`config.mk`:
```
export PLATFORM = sky130hd
export DESIGN_NAME = ram_monitor
export DESIGN_NICKNAME = d
export VERILOG_FILES = /design/src/pkg/ram_pkg.sv /design/src/hw/ram_monitor.sv /design/src/hw/ram_qualifier.sv
export SDC_FILE = /design/constraint.sdc
export NUM_CORES = 1
export LEC_CHECK = 0
export ABC_AREA = 1
export BUFFER_PORTS_ARGS = -buffer_cell sky130_fd_sc_hd__buf_2
export CAP_MARGIN = 30
export CORE_MARGIN = 2
export CORE_UTILIZATION = 60
export DETAILED_ROUTE_END_ITERATION = 8
export GPL_ROUTABILITY_DRIVEN = 0
export GPL_TIMING_DRIVEN = 0
export PLACE_DENSITY = 0.78
export SETUP_SLACK_MARGIN = 0.02
export SYNTH_ARGS = -nofsm -noshare
export SYNTH_HDL_FRONTEND = slang
export SYNTH_SLANG_ARGS = --single-unit
export TNS_END_PERCENT = 50
```
`constraint.sdc`:
```
create_clock -name clk_i -period 4.7 [get_ports clk_i]
set_input_delay 1.175 -clock clk_i [delete_from_list [all_inputs] [get_ports clk_i]]
set_output_delay 1.175 -clock clk_i [all_outputs]
set_load 0.01 [all_outputs]
```
`src/pkg/ram_pkg.sv`:
```
// shared constants and types of the remote alarm monitor
package ram_pkg;

  // ****************************************
  // alarm vector layout
  // ****************************************
  localparam int unsigned N_ALARM     = 18;
  localparam int unsigned CODE_W      = 5;
  localparam int unsigned BIT_OPT_RX  = 0;
  localparam int unsigned BIT_OPT_TX  = 1;
  localparam int unsigned BIT_AUTOLVL = 2;
  localparam int unsigned BIT_AMP     = 3;   // three amplifiers, bits 3..5
  localparam int unsigned BIT_ALC_DN  = 6;
  localparam int unsigned BIT_ALC_UP  = 7;
  localparam int unsigned BIT_TEMP    = 8;
  localparam int unsigned BIT_BUS     = 9;
  localparam int unsigned BIT_PSU12   = 10;
  localparam int unsigned BIT_PSU28   = 11;
  localparam int unsigned BIT_MAINS   = 12;
  localparam int unsigned BIT_FAN     = 13;
  localparam int unsigned BIT_EXT     = 14;  // four external inputs, bits 14..17

  // alarms caused by the unit itself, and those caused outside it
  localparam logic [N_ALARM-1:0] RED_GROUP    = 18'h02D00;
  localparam logic [N_ALARM-1:0] ORANGE_GROUP = 18'h3C0C1;

  // ****************************************
  // register map (byte addresses)
  // ****************************************
  localparam int unsigned ADR_W      = 8;
  localparam logic [7:0]  ADR_STATUS = 8'h00;
  localparam logic [7:0]  ADR_EVENT  = 8'h04;
  localparam logic [7:0]  ADR_MASK   = 8'h08;
  localparam logic [7:0]  ADR_CTRL   = 8'h0C;
  localparam logic [7:0]  ADR_LED    = 8'h10;
  localparam logic [N_ALARM-1:0] MASK_RST = 18'h00000;
  localparam logic [N_ALARM-1:0] EVENT_RST = 18'h00000;
  localparam logic        CTRL_MSG_EN_RST = 1'b1;
  localparam int unsigned CTRL_MSG_EN_BIT = 0;

  // ****************************************
  // timing
  // ****************************************
  localparam int unsigned CLK_HZ        = 50_000_000;
  localparam int unsigned QUIET_TIME_MS = 1000;
  localparam int unsigned QUIET_CYCLES  = (CLK_HZ / 1000) * QUIET_TIME_MS;
  localparam int unsigned QUIET_CNT_W   = 26;

  // ****************************************
  // types
  // ****************************************
  typedef enum logic [1:0] {
    LED_GREEN  = 2'b00,
    LED_ORANGE = 2'b01,
    LED_RED    = 2'b10
  } ram_led_t;

  typedef enum logic {
    QS_ARMED = 1'b0,
    QS_QUIET = 1'b1
  } ram_qstate_t;

endpackage : ram_pkg

```
`src/hw/ram_monitor.sv`:
```
// remote alarm monitor: alarm capture, message sequencing, status led and wishbone registers
`timescale 1ns/1ps
//
// Functional notes
// RQ1 - when an alarm is recognised the unit sends exactly one message for it to the master.
// RQ2 - after a message is sent it is not repeated, whether the alarm clears or stays.
// RQ3 - a new message for an alarm needs the alarm absent without a break for one second first.
// RQ4 - the status led is green while no alarm of any kind is active.
// RQ5 - the led is orange for external alarms, optical receive and level-control alarms.
// RQ6 - the led is red for 28V or 12V supply, temperature and fan alarms.
// RQ7 - separate flags exist for optical receive, optical transmit and autolevelling.
// RQ8 - one flag per downlink amplifier covers current too high or too low.
// RQ9 - separate downlink and uplink level-control alarm flags exist.
// RQ10 - flags exist for temperature, internal bus, 12V, 28V, mains supply and fan.
// RQ11 - four external alarm inputs each have their own flag.
// RQ12 - the master can read the current state of every alarm flag at any time.
// RQ13 - with both red and orange alarms active the led shows red.
// RQ14 - the one-second gap is timed on the device clock and restarts when the alarm returns.
//
module ram_monitor #(
  parameter int unsigned QUIET_CYCLES = ram_pkg::QUIET_CYCLES
) (
  // clock and reset
  input  wire logic        clk_i,
  input  wire logic        rst_i,
  // wishbone slave
  input  wire logic        wb_cyc_i,
  input  wire logic        wb_stb_i,
  input  wire logic        wb_we_i,
  input  wire logic [7:0]  wb_adr_i,
  input  wire logic [3:0]  wb_sel_i,
  input  wire logic [31:0] wb_dat_i,
  output logic      [31:0] wb_dat_o,
  output logic             wb_ack_o,
  // built-in test alarm pins, active high
  input  wire logic        opt_rx_fail_i,
  input  wire logic        opt_tx_fail_i,
  input  wire logic        autolevel_i,
  input  wire logic [2:0]  amp_current_i,
  input  wire logic        alc_downlink_i,
  input  wire logic        alc_uplink_i,
  input  wire logic        temp_i,
  input  wire logic        bus_fail_i,
  input  wire logic        psu_12v_i,
  input  wire logic        psu_28v_i,
  input  wire logic        psu_mains_i,
  input  wire logic        fan_i,
  input  wire logic [3:0]  ext_alarm_i,
  // alarm messages towards the optical link
  output logic             msg_valid_o,
  output logic      [4:0]  msg_code_o,
  input  wire logic        msg_ready_i,
  // status led and interrupt
  output logic             led_green_o,
  output logic             led_orange_o,
  output logic             led_red_o,
  output logic             irq_o
);

  localparam int unsigned N = ram_pkg::N_ALARM;
  localparam int unsigned CW = ram_pkg::CODE_W;

  // ****************************************
  // functions
  // ****************************************

  // expand byte enables into a bit mask
  function automatic logic [31:0] lane_mask(input logic [3:0] sel);
    lane_mask = {{8{sel[3]}}, {8{sel[2]}}, {8{sel[1]}}, {8{sel[0]}}};
  endfunction : lane_mask

  // index of the lowest set bit; zero when none is set
  function automatic logic [CW-1:0] first_set(input logic [N-1:0] v);
    first_set = '0;
    for (int i = N - 1; i >= 0; i--)
    begin
      if (v[i])
        first_set = CW'(i);
    end
  endfunction : first_set

  // ****************************************
  // alarm capture
  // ****************************************

  logic [N-1:0] raw_alarm;
  logic [N-1:0] sync1_q;
  logic [N-1:0] sync2_q;

  // one flag per documented alarm condition
  assign raw_alarm[ram_pkg::BIT_OPT_RX]  = opt_rx_fail_i;   // RQ7
  assign raw_alarm[ram_pkg::BIT_OPT_TX]  = opt_tx_fail_i;   // RQ7
  assign raw_alarm[ram_pkg::BIT_AUTOLVL] = autolevel_i;     // RQ7
  assign raw_alarm[ram_pkg::BIT_AMP+2:ram_pkg::BIT_AMP] = amp_current_i;  // RQ8
  assign raw_alarm[ram_pkg::BIT_ALC_DN]  = alc_downlink_i;  // RQ9
  assign raw_alarm[ram_pkg::BIT_ALC_UP]  = alc_uplink_i;    // RQ9
  assign raw_alarm[ram_pkg::BIT_TEMP]    = temp_i;          // RQ10
  assign raw_alarm[ram_pkg::BIT_BUS]     = bus_fail_i;      // RQ10
  assign raw_alarm[ram_pkg::BIT_PSU12]   = psu_12v_i;       // RQ10
  assign raw_alarm[ram_pkg::BIT_PSU28]   = psu_28v_i;       // RQ10
  assign raw_alarm[ram_pkg::BIT_MAINS]   = psu_mains_i;     // RQ10
  assign raw_alarm[ram_pkg::BIT_FAN]     = fan_i;           // RQ10
  assign raw_alarm[ram_pkg::BIT_EXT+3:ram_pkg::BIT_EXT] = ext_alarm_i;    // RQ11

  // two-stage synchroniser; pins are asynchronous to clk_i
  // a pulse shorter than one clock may be missed; alarm sources are slow levels
  always_ff @(posedge clk_i)
  begin
    if (rst_i)
    begin
      sync1_q <= '0;
      sync2_q <= '0;
    end
    else
    begin
      sync1_q <= raw_alarm;
      sync2_q <= sync1_q;
    end
  end

  // ****************************************
  // message qualification
  // ****************************************

  logic [N-1:0] fire;

  // each alarm has its own gap timer so one noisy input cannot hold off another
  for (genvar g = 0; g < N; g++)
  begin : g_qual
    ram_qualifier #(
      .CNT_W       (ram_pkg::QUIET_CNT_W),
      .HOLD_CYCLES (QUIET_CYCLES)
    ) u_qual (
      .clk_i   (clk_i),
      .rst_i   (rst_i),
      .alarm_i (sync2_q[g]),
      .fire_o  (fire[g])
    );
  end

  // ****************************************
  // wishbone decode
  // ****************************************

  logic          ack_q;
  logic [31:0]   dat_q;
  logic [N-1:0]  event_q;
  logic [N-1:0]  event_d;
  logic [N-1:0]  mask_q;
  logic [N-1:0]  mask_d;
  logic          msg_en_q;
  logic          msg_en_d;
  ram_pkg::ram_led_t led_q;
  ram_pkg::ram_led_t led_d;

  wire logic        bus_req;
  wire logic        bus_wr;
  wire logic [31:0] wmask;
  wire logic [31:0] wbits;
  wire logic        hit_event;
  wire logic        hit_mask;
  wire logic        hit_ctrl;
  logic      [31:0] rd_data;

  // a request is answered one cycle after it is seen; ack_q blocks a second answer
  assign bus_req   = wb_cyc_i & wb_stb_i & ~ack_q;
  // writes land on the edge where the master samples ack, so a master that
  // abandons a cycle before the answer leaves the registers untouched
  assign bus_wr    = wb_cyc_i & wb_stb_i & wb_we_i & ack_q;
  assign wmask     = lane_mask(wb_sel_i);
  assign wbits     = wb_dat_i & wmask;
  assign hit_event = bus_wr & (wb_adr_i == ram_pkg::ADR_EVENT);
  assign hit_mask  = bus_wr & (wb_adr_i == ram_pkg::ADR_MASK);
  assign hit_ctrl  = bus_wr & (wb_adr_i == ram_pkg::ADR_CTRL);

  // read mux; unmapped addresses answer with zero
  always_comb
  begin
    case (wb_adr_i)
      ram_pkg::ADR_STATUS: rd_data = {{(32-N){1'b0}}, sync2_q};  // RQ12
      ram_pkg::ADR_EVENT:  rd_data = {{(32-N){1'b0}}, event_q};
      ram_pkg::ADR_MASK:   rd_data = {{(32-N){1'b0}}, mask_q};
      ram_pkg::ADR_CTRL:   rd_data = {31'h00000000, msg_en_q};
      ram_pkg::ADR_LED:    rd_data = {30'h00000000, led_q};
      default:             rd_data = 32'h00000000;
    endcase
  end

  // ****************************************
  // register next values
  // ****************************************

  // sticky events: a new message event wins over a write-one clear in the same cycle
  assign event_d  = (event_q & ~(hit_event ? wbits[N-1:0] : '0)) | fire;
  assign mask_d   = hit_mask ? ((mask_q & ~wmask[N-1:0]) | wbits[N-1:0]) : mask_q;
  assign msg_en_d = (hit_ctrl & wmask[ram_pkg::CTRL_MSG_EN_BIT]) ?
                    wb_dat_i[ram_pkg::CTRL_MSG_EN_BIT] : msg_en_q;

  // bus answer and software registers
  always_ff @(posedge clk_i)
  begin
    if (rst_i)
    begin
      ack_q    <= 1'b0;
      dat_q    <= 32'h00000000;
      event_q  <= ram_pkg::EVENT_RST;
      mask_q   <= ram_pkg::MASK_RST;
      msg_en_q <= ram_pkg::CTRL_MSG_EN_RST;
    end
    else
    begin
      ack_q    <= bus_req;
      dat_q    <= bus_req ? rd_data : 32'h00000000;
      event_q  <= event_d;
      mask_q   <= mask_d;
      msg_en_q <= msg_en_d;
    end
  end

  assign wb_ack_o = ack_q;
  assign wb_dat_o = dat_q;

  // ****************************************
  // message sequencing
  // ****************************************

  logic [N-1:0]  pend_q;
  logic [N-1:0]  pend_d;
  logic          mvalid_q;
  logic [CW-1:0] mcode_q;

  wire logic          out_free;
  wire logic          load;
  wire logic [CW-1:0] pick;
  wire logic [N-1:0]  take;

  // several alarms may fire together; they queue as pending bits and leave lowest first
  assign out_free = ~mvalid_q | msg_ready_i;
  assign load     = out_free & (|pend_q);
  assign pick     = first_set(pend_q);
  assign take     = load ? (N'(1) << pick) : '0;
  // disabling messages drops new requests; the qualifier still counts them as reported
  assign pend_d   = (pend_q & ~take) | (fire & {N{msg_en_q}});  // RQ1

  // one message per qualified alarm, held until the link takes it
  always_ff @(posedge clk_i)
  begin
    if (rst_i)
    begin
      pend_q   <= '0;
      mvalid_q <= 1'b0;
      mcode_q  <= '0;
    end
    else
    begin
      pend_q <= pend_d;
      if (out_free)
      begin
        mvalid_q <= load;   // RQ1
        mcode_q  <= load ? pick : mcode_q;
      end
    end
  end

  assign msg_valid_o = mvalid_q;
  assign msg_code_o  = mcode_q;

  // ****************************************
  // status led and interrupt
  // ****************************************

  wire logic any_alarm;
  wire logic red_alarm;
  logic      irq_q;
  logic      led_green_q;
  logic      led_orange_q;
  logic      led_red_q;

  assign any_alarm = |sync2_q;
  assign red_alarm = |(sync2_q & ram_pkg::RED_GROUP);  // RQ6

  // red outranks orange; alarms in neither group also show orange
  always_comb
  begin
    if (red_alarm)
      led_d = ram_pkg::LED_RED;      // RQ13
    else if (any_alarm)
      led_d = ram_pkg::LED_ORANGE;   // RQ5
    else
      led_d = ram_pkg::LED_GREEN;    // RQ4
  end

  // led colour and interrupt line registered so outputs come from flops
  always_ff @(posedge clk_i)
  begin
    if (rst_i)
    begin
      led_q <= ram_pkg::LED_GREEN;
      irq_q <= 1'b0;
    end
    else
    begin
      led_q <= led_d;
      irq_q <= |(event_d & mask_d);
    end
  end

  // one flop per lamp so each led pin comes straight from a register and never glitches on decode
  always_ff @(posedge clk_i)
  begin
    if (rst_i)
    begin
      led_green_q  <= 1'b1;
      led_orange_q <= 1'b0;
      led_red_q    <= 1'b0;
    end
    else
    begin
      led_green_q  <= (led_d == ram_pkg::LED_GREEN);   // RQ4
      led_orange_q <= (led_d == ram_pkg::LED_ORANGE);  // RQ5
      led_red_q    <= (led_d == ram_pkg::LED_RED);     // RQ6
    end
  end

  assign led_green_o  = led_green_q;
  assign led_orange_o = led_orange_q;
  assign led_red_o    = led_red_q;
  assign irq_o        = irq_q;

endmodule : ram_monitor

```
`src/hw/ram_qualifier.sv`:
```
// per-alarm message qualifier with the quiet-interval counter
`timescale 1ns/1ps
module ram_qualifier #(
  parameter int unsigned CNT_W       = ram_pkg::QUIET_CNT_W,
  parameter int unsigned HOLD_CYCLES = ram_pkg::QUIET_CYCLES
) (
  // clock and reset
  input  wire logic clk_i,
  input  wire logic rst_i,
  // synchronised alarm level
  input  wire logic alarm_i,
  // one-cycle request for a message
  output logic      fire_o
);

  ram_pkg::ram_qstate_t state_q;
  ram_pkg::ram_qstate_t state_d;
  logic [CNT_W-1:0]     cnt_q;
  logic [CNT_W-1:0]     cnt_d;
  logic                 fire_d;
  wire logic            cnt_done;

  localparam logic [CNT_W-1:0] CNT_LAST = CNT_W'(HOLD_CYCLES - 1);

  assign cnt_done = (cnt_q == CNT_LAST);

  // armed: first sight of the alarm fires once; quiet: wait for a clean gap
  always_comb
  begin
    state_d = state_q;
    cnt_d   = cnt_q;
    fire_d  = 1'b0;
    case (state_q)
      ram_pkg::QS_ARMED:
      begin
        cnt_d = '0;
        if (alarm_i)
        begin
          fire_d  = 1'b1;               // RQ1
          state_d = ram_pkg::QS_QUIET;  // RQ2
        end
      end
      ram_pkg::QS_QUIET:
      begin
        if (alarm_i)
          cnt_d = '0;                   // RQ14
        else if (cnt_done)
        begin
          cnt_d   = '0;
          state_d = ram_pkg::QS_ARMED;  // RQ3
        end
        else
          cnt_d = cnt_q + CNT_W'(1);    // RQ14
      end
      default:
      begin
        state_d = ram_pkg::QS_ARMED;
        cnt_d   = '0;
      end
    endcase
  end

  // state register
  always_ff @(posedge clk_i)
  begin
    if (rst_i)
    begin
      state_q <= ram_pkg::QS_ARMED;
      cnt_q   <= '0;
      fire_o  <= 1'b0;
    end
    else
    begin
      state_q <= state_d;
      cnt_q   <= cnt_d;
      fire_o  <= fire_d;
    end
  end

endmodule : ram_qualifier

```
==> summary.txt <==
Reg2Reg Depth: 9
CP required: 5.20 ns
most used cell, CP: clkbuf_1
setup tns final: 0 ns
worst-case clock buffer depth: 3
register area share after synthesis: 0.455
Buf/Inv on CP: 5
Total Wirelength: 60800 microns
Worst Path Class, Setup: in2reg
Die W: 218 microns
vias: 23700
CP top delay family: buffers and inverters
final hold viol count: 0
max-cap viol count: 0
Final Max Slew Viols: 0
Max Clk Rate: 0.290 GHz
Levels on crit path: 7
final setup fails: 0
row count: 78
fin crit share: 0.733
Distinct cells, synth: 59
number of fill cells in the layout: 3889
Power Dens Cells: 353 nW/um^2
Worst slew margin: 0.450
crit start category: primary input
I/O pin count: 111
drt via density: 5.26
Avg Inst Size Synth: 7.44 sq um
drt drc: 0
Slowest-stage cell, CP: buf_1
Critical Path End Type: register
clk slew on worst S/H paths: 0.06 ns
pre-CTS setup slack: 0.613 ns
wire per inst: 13.5 microns
largest stage delay on the critical path: 0.65 ns
Root Driver: clkbuf_16
EDFF count, synth: 0
Worst VDD drop: 0.313 mV
Die Ht: 218 microns
critical path arrival: 3.94 ns
Area growth syn-to-layout: 12.4%
final worst slack: 1.26 ns
outcome: complete, no violations
largest net degree at the start of global routing: 14
DRT iter0 DRCs: 1834
total track usage: 0.253
worst skew pair latency: 0.59 ns
Worst-Margin Slew: 0.815 ns
RSZ-0062 raised after global routing: no
Hold WC Path Type: reg2reg
post-cts sizing count: 0
Critical Path, Cell by Cell: buf_2 > inv_1 > clkbuf_1 > buf_1 > nand4_1 > clkbuf_1 > nor3b_1
Die Footprint: 47500 sq um
H-tree Lvls: 3
layout cell share with drive strength beyond 1: 0.0828
antenna violations before repair: 6
skew final: 0.0261 ns
router iterations before antenna repair: 6
vias in the first global route: 21300
IO Port Bufs: 81
Initial Util: 0.607
yosys warns: 0
Setup Fix Bufs, Post-CTS: 0
Min-Delay Path Depth: 2
post-route minimum period: 3.44 ns
TritonCTS clock tree: done
register bit total from synthesis: 625
Synth Cell Area: 27500 sq um
antenna-violating nets left: 0
Post-synth ARST share: 0
Num Clock Sinks: 625
TritonCTS Buffers: 67
synthesized instance count: 3692
total power: 10.9 mW
hpwl dp: 44300 microns
first-pass GRT wire length: 99400 microns
core area: 45300 sq um
Pleak: 10.8 nW
Crit Path Max Fanout: 10
hold_buf cts: 0
Nets: 3942
total grt overflow: 0
R2R setup slack: 2.01 ns
Synth Flop Type: dfxtp_1
## where the power goes
part / switching (mW) / total [mW] / internal (mW)
Combinational: 0.238 / 0.341 / 0.103
Clock: 2.09 / 5.17 / 3.09
Sequential: 0.0370 / 5.39 / 5.36
Total: 2.36 / 10.9 / 8.54
## cell families (layout without fill, tap and decap cells)
kind of cell,Yosys count,in the layout,synth area share
compound gates,481,481,0.100
xor+xnor,97,97,0.0309
fa+ha+maj,18,18,0.00820
buf+inv,668,866,0.0938
flops,625,625,0.455
mux,2,2,0.000729
other cells,1,17,0.000136
simple gates,1800,1800,0.310
## cell type report
type | count | area (sq um) | share of cell area
Buffer | 75 | 352 | 0.0114
Clock inverter | 19 | 124 | 0.00401
Tap cell | 600 | 751 | 0.0243
Sequential cell | 625 | 12500 | 0.405
Inverter | 593 | 2230 | 0.0721
Antenna cell | 3 | 7.51 | 0.000243
Multi-Input combinational cell | 2412 | 12400 | 0.403
Clock buffer | 97 | 2060 | 0.0666
Timing Repair Buffer | 82 | 413 | 0.0134
## metal layers
layer	share of wire	GRT usage	up-vias	wire length (microns)
li1	-	-	12400	-
met1	0.46	0.336	10700	28100
met2	0.45	0.412	564	27100
met3	0.065	0.0462	109	3960
met4	0.026	0.0880	4	1590
met5	0.00038	0	-	23
## tightest hold or removal path, cell delays in order (launching register included)
cell and delay [ns]:
dfxtp_1 0.30, inv_1 0.04, nor2_1 0.03
## placed cells by master, fill, tap and decap left out, types with 28 or more instances in the layout
cell type and count:
nor2_2 28, inv_1 582, nor4_1 56, nand2_1 538, clkbuf_16 73, xor2_1 68
nand4_1 110, o21ai_0 95, nor3b_1 78, nand3_1 169, dfxtp_1 625, clkbuf_1 65
nor3_1 197, o21a_1 53, buf_2 83, nor2_1 526, a21oi_1 225, xnor2_1 29
## stage by stage
step                hold slack [ns]   util  cells  cell area [sq um]
floorplan                     0.388      -   3705              27500
global placement              0.390  0.633   4386              28700
detailed placement            0.392  0.633   4387              28700
CTS                           0.402  0.682   4503              30900
global route                  0.413  0.682   4505              30900
finish                        0.400  0.682   4506              30900
## synth_stat cells (all sizes together) (29+ instances only)
| library cell | n | area (sq um) |
|---|---|---|
| nand4 | 110 | 688 |
| nand3 | 178 | 936 |
| o21ai | 111 | 563 |
| a21oi | 225 | 1130 |
| o21a | 53 | 398 |
| dfxtp | 625 | 12500 |
| xor2 | 68 | 596 |
| nor3b | 80 | 611 |
| nor3 | 225 | 1270 |
| clkbuf | 55 | 206 |
| nor2 | 557 | 2180 |
| nand2 | 544 | 2070 |
| nor4 | 68 | 518 |
| xnor2 | 29 | 254 |
| inv | 587 | 2200 |
## sequential cells by signal, indices dropped and copies added, names as in the netlist, 5 cells and up
signal and count:
msg_code_o 5, g_qual.u_qual.state_q 18, mask_q 18, wb_dat_o 18, g_qual.u_qual.cnt_q 468, event_q 18, sync1_q 18, pend_q 18
sync2_q 18, g_qual.u_qual.fire_o 18
## final timing paths
kind / startpoint / end
setup / recovery: rst_i / g_qual[16].u_qual.cnt_q[2]
hold / removal: sync1_q[3] / sync2_q[3]
setup reg to reg: g_qual[13].u_qual.cnt_q[0] / g_qual[13].u_qual.cnt_q[3]
hold reg to reg: sync1_q[3] / sync2_q[3]
(Power assumes the default switching activity.)
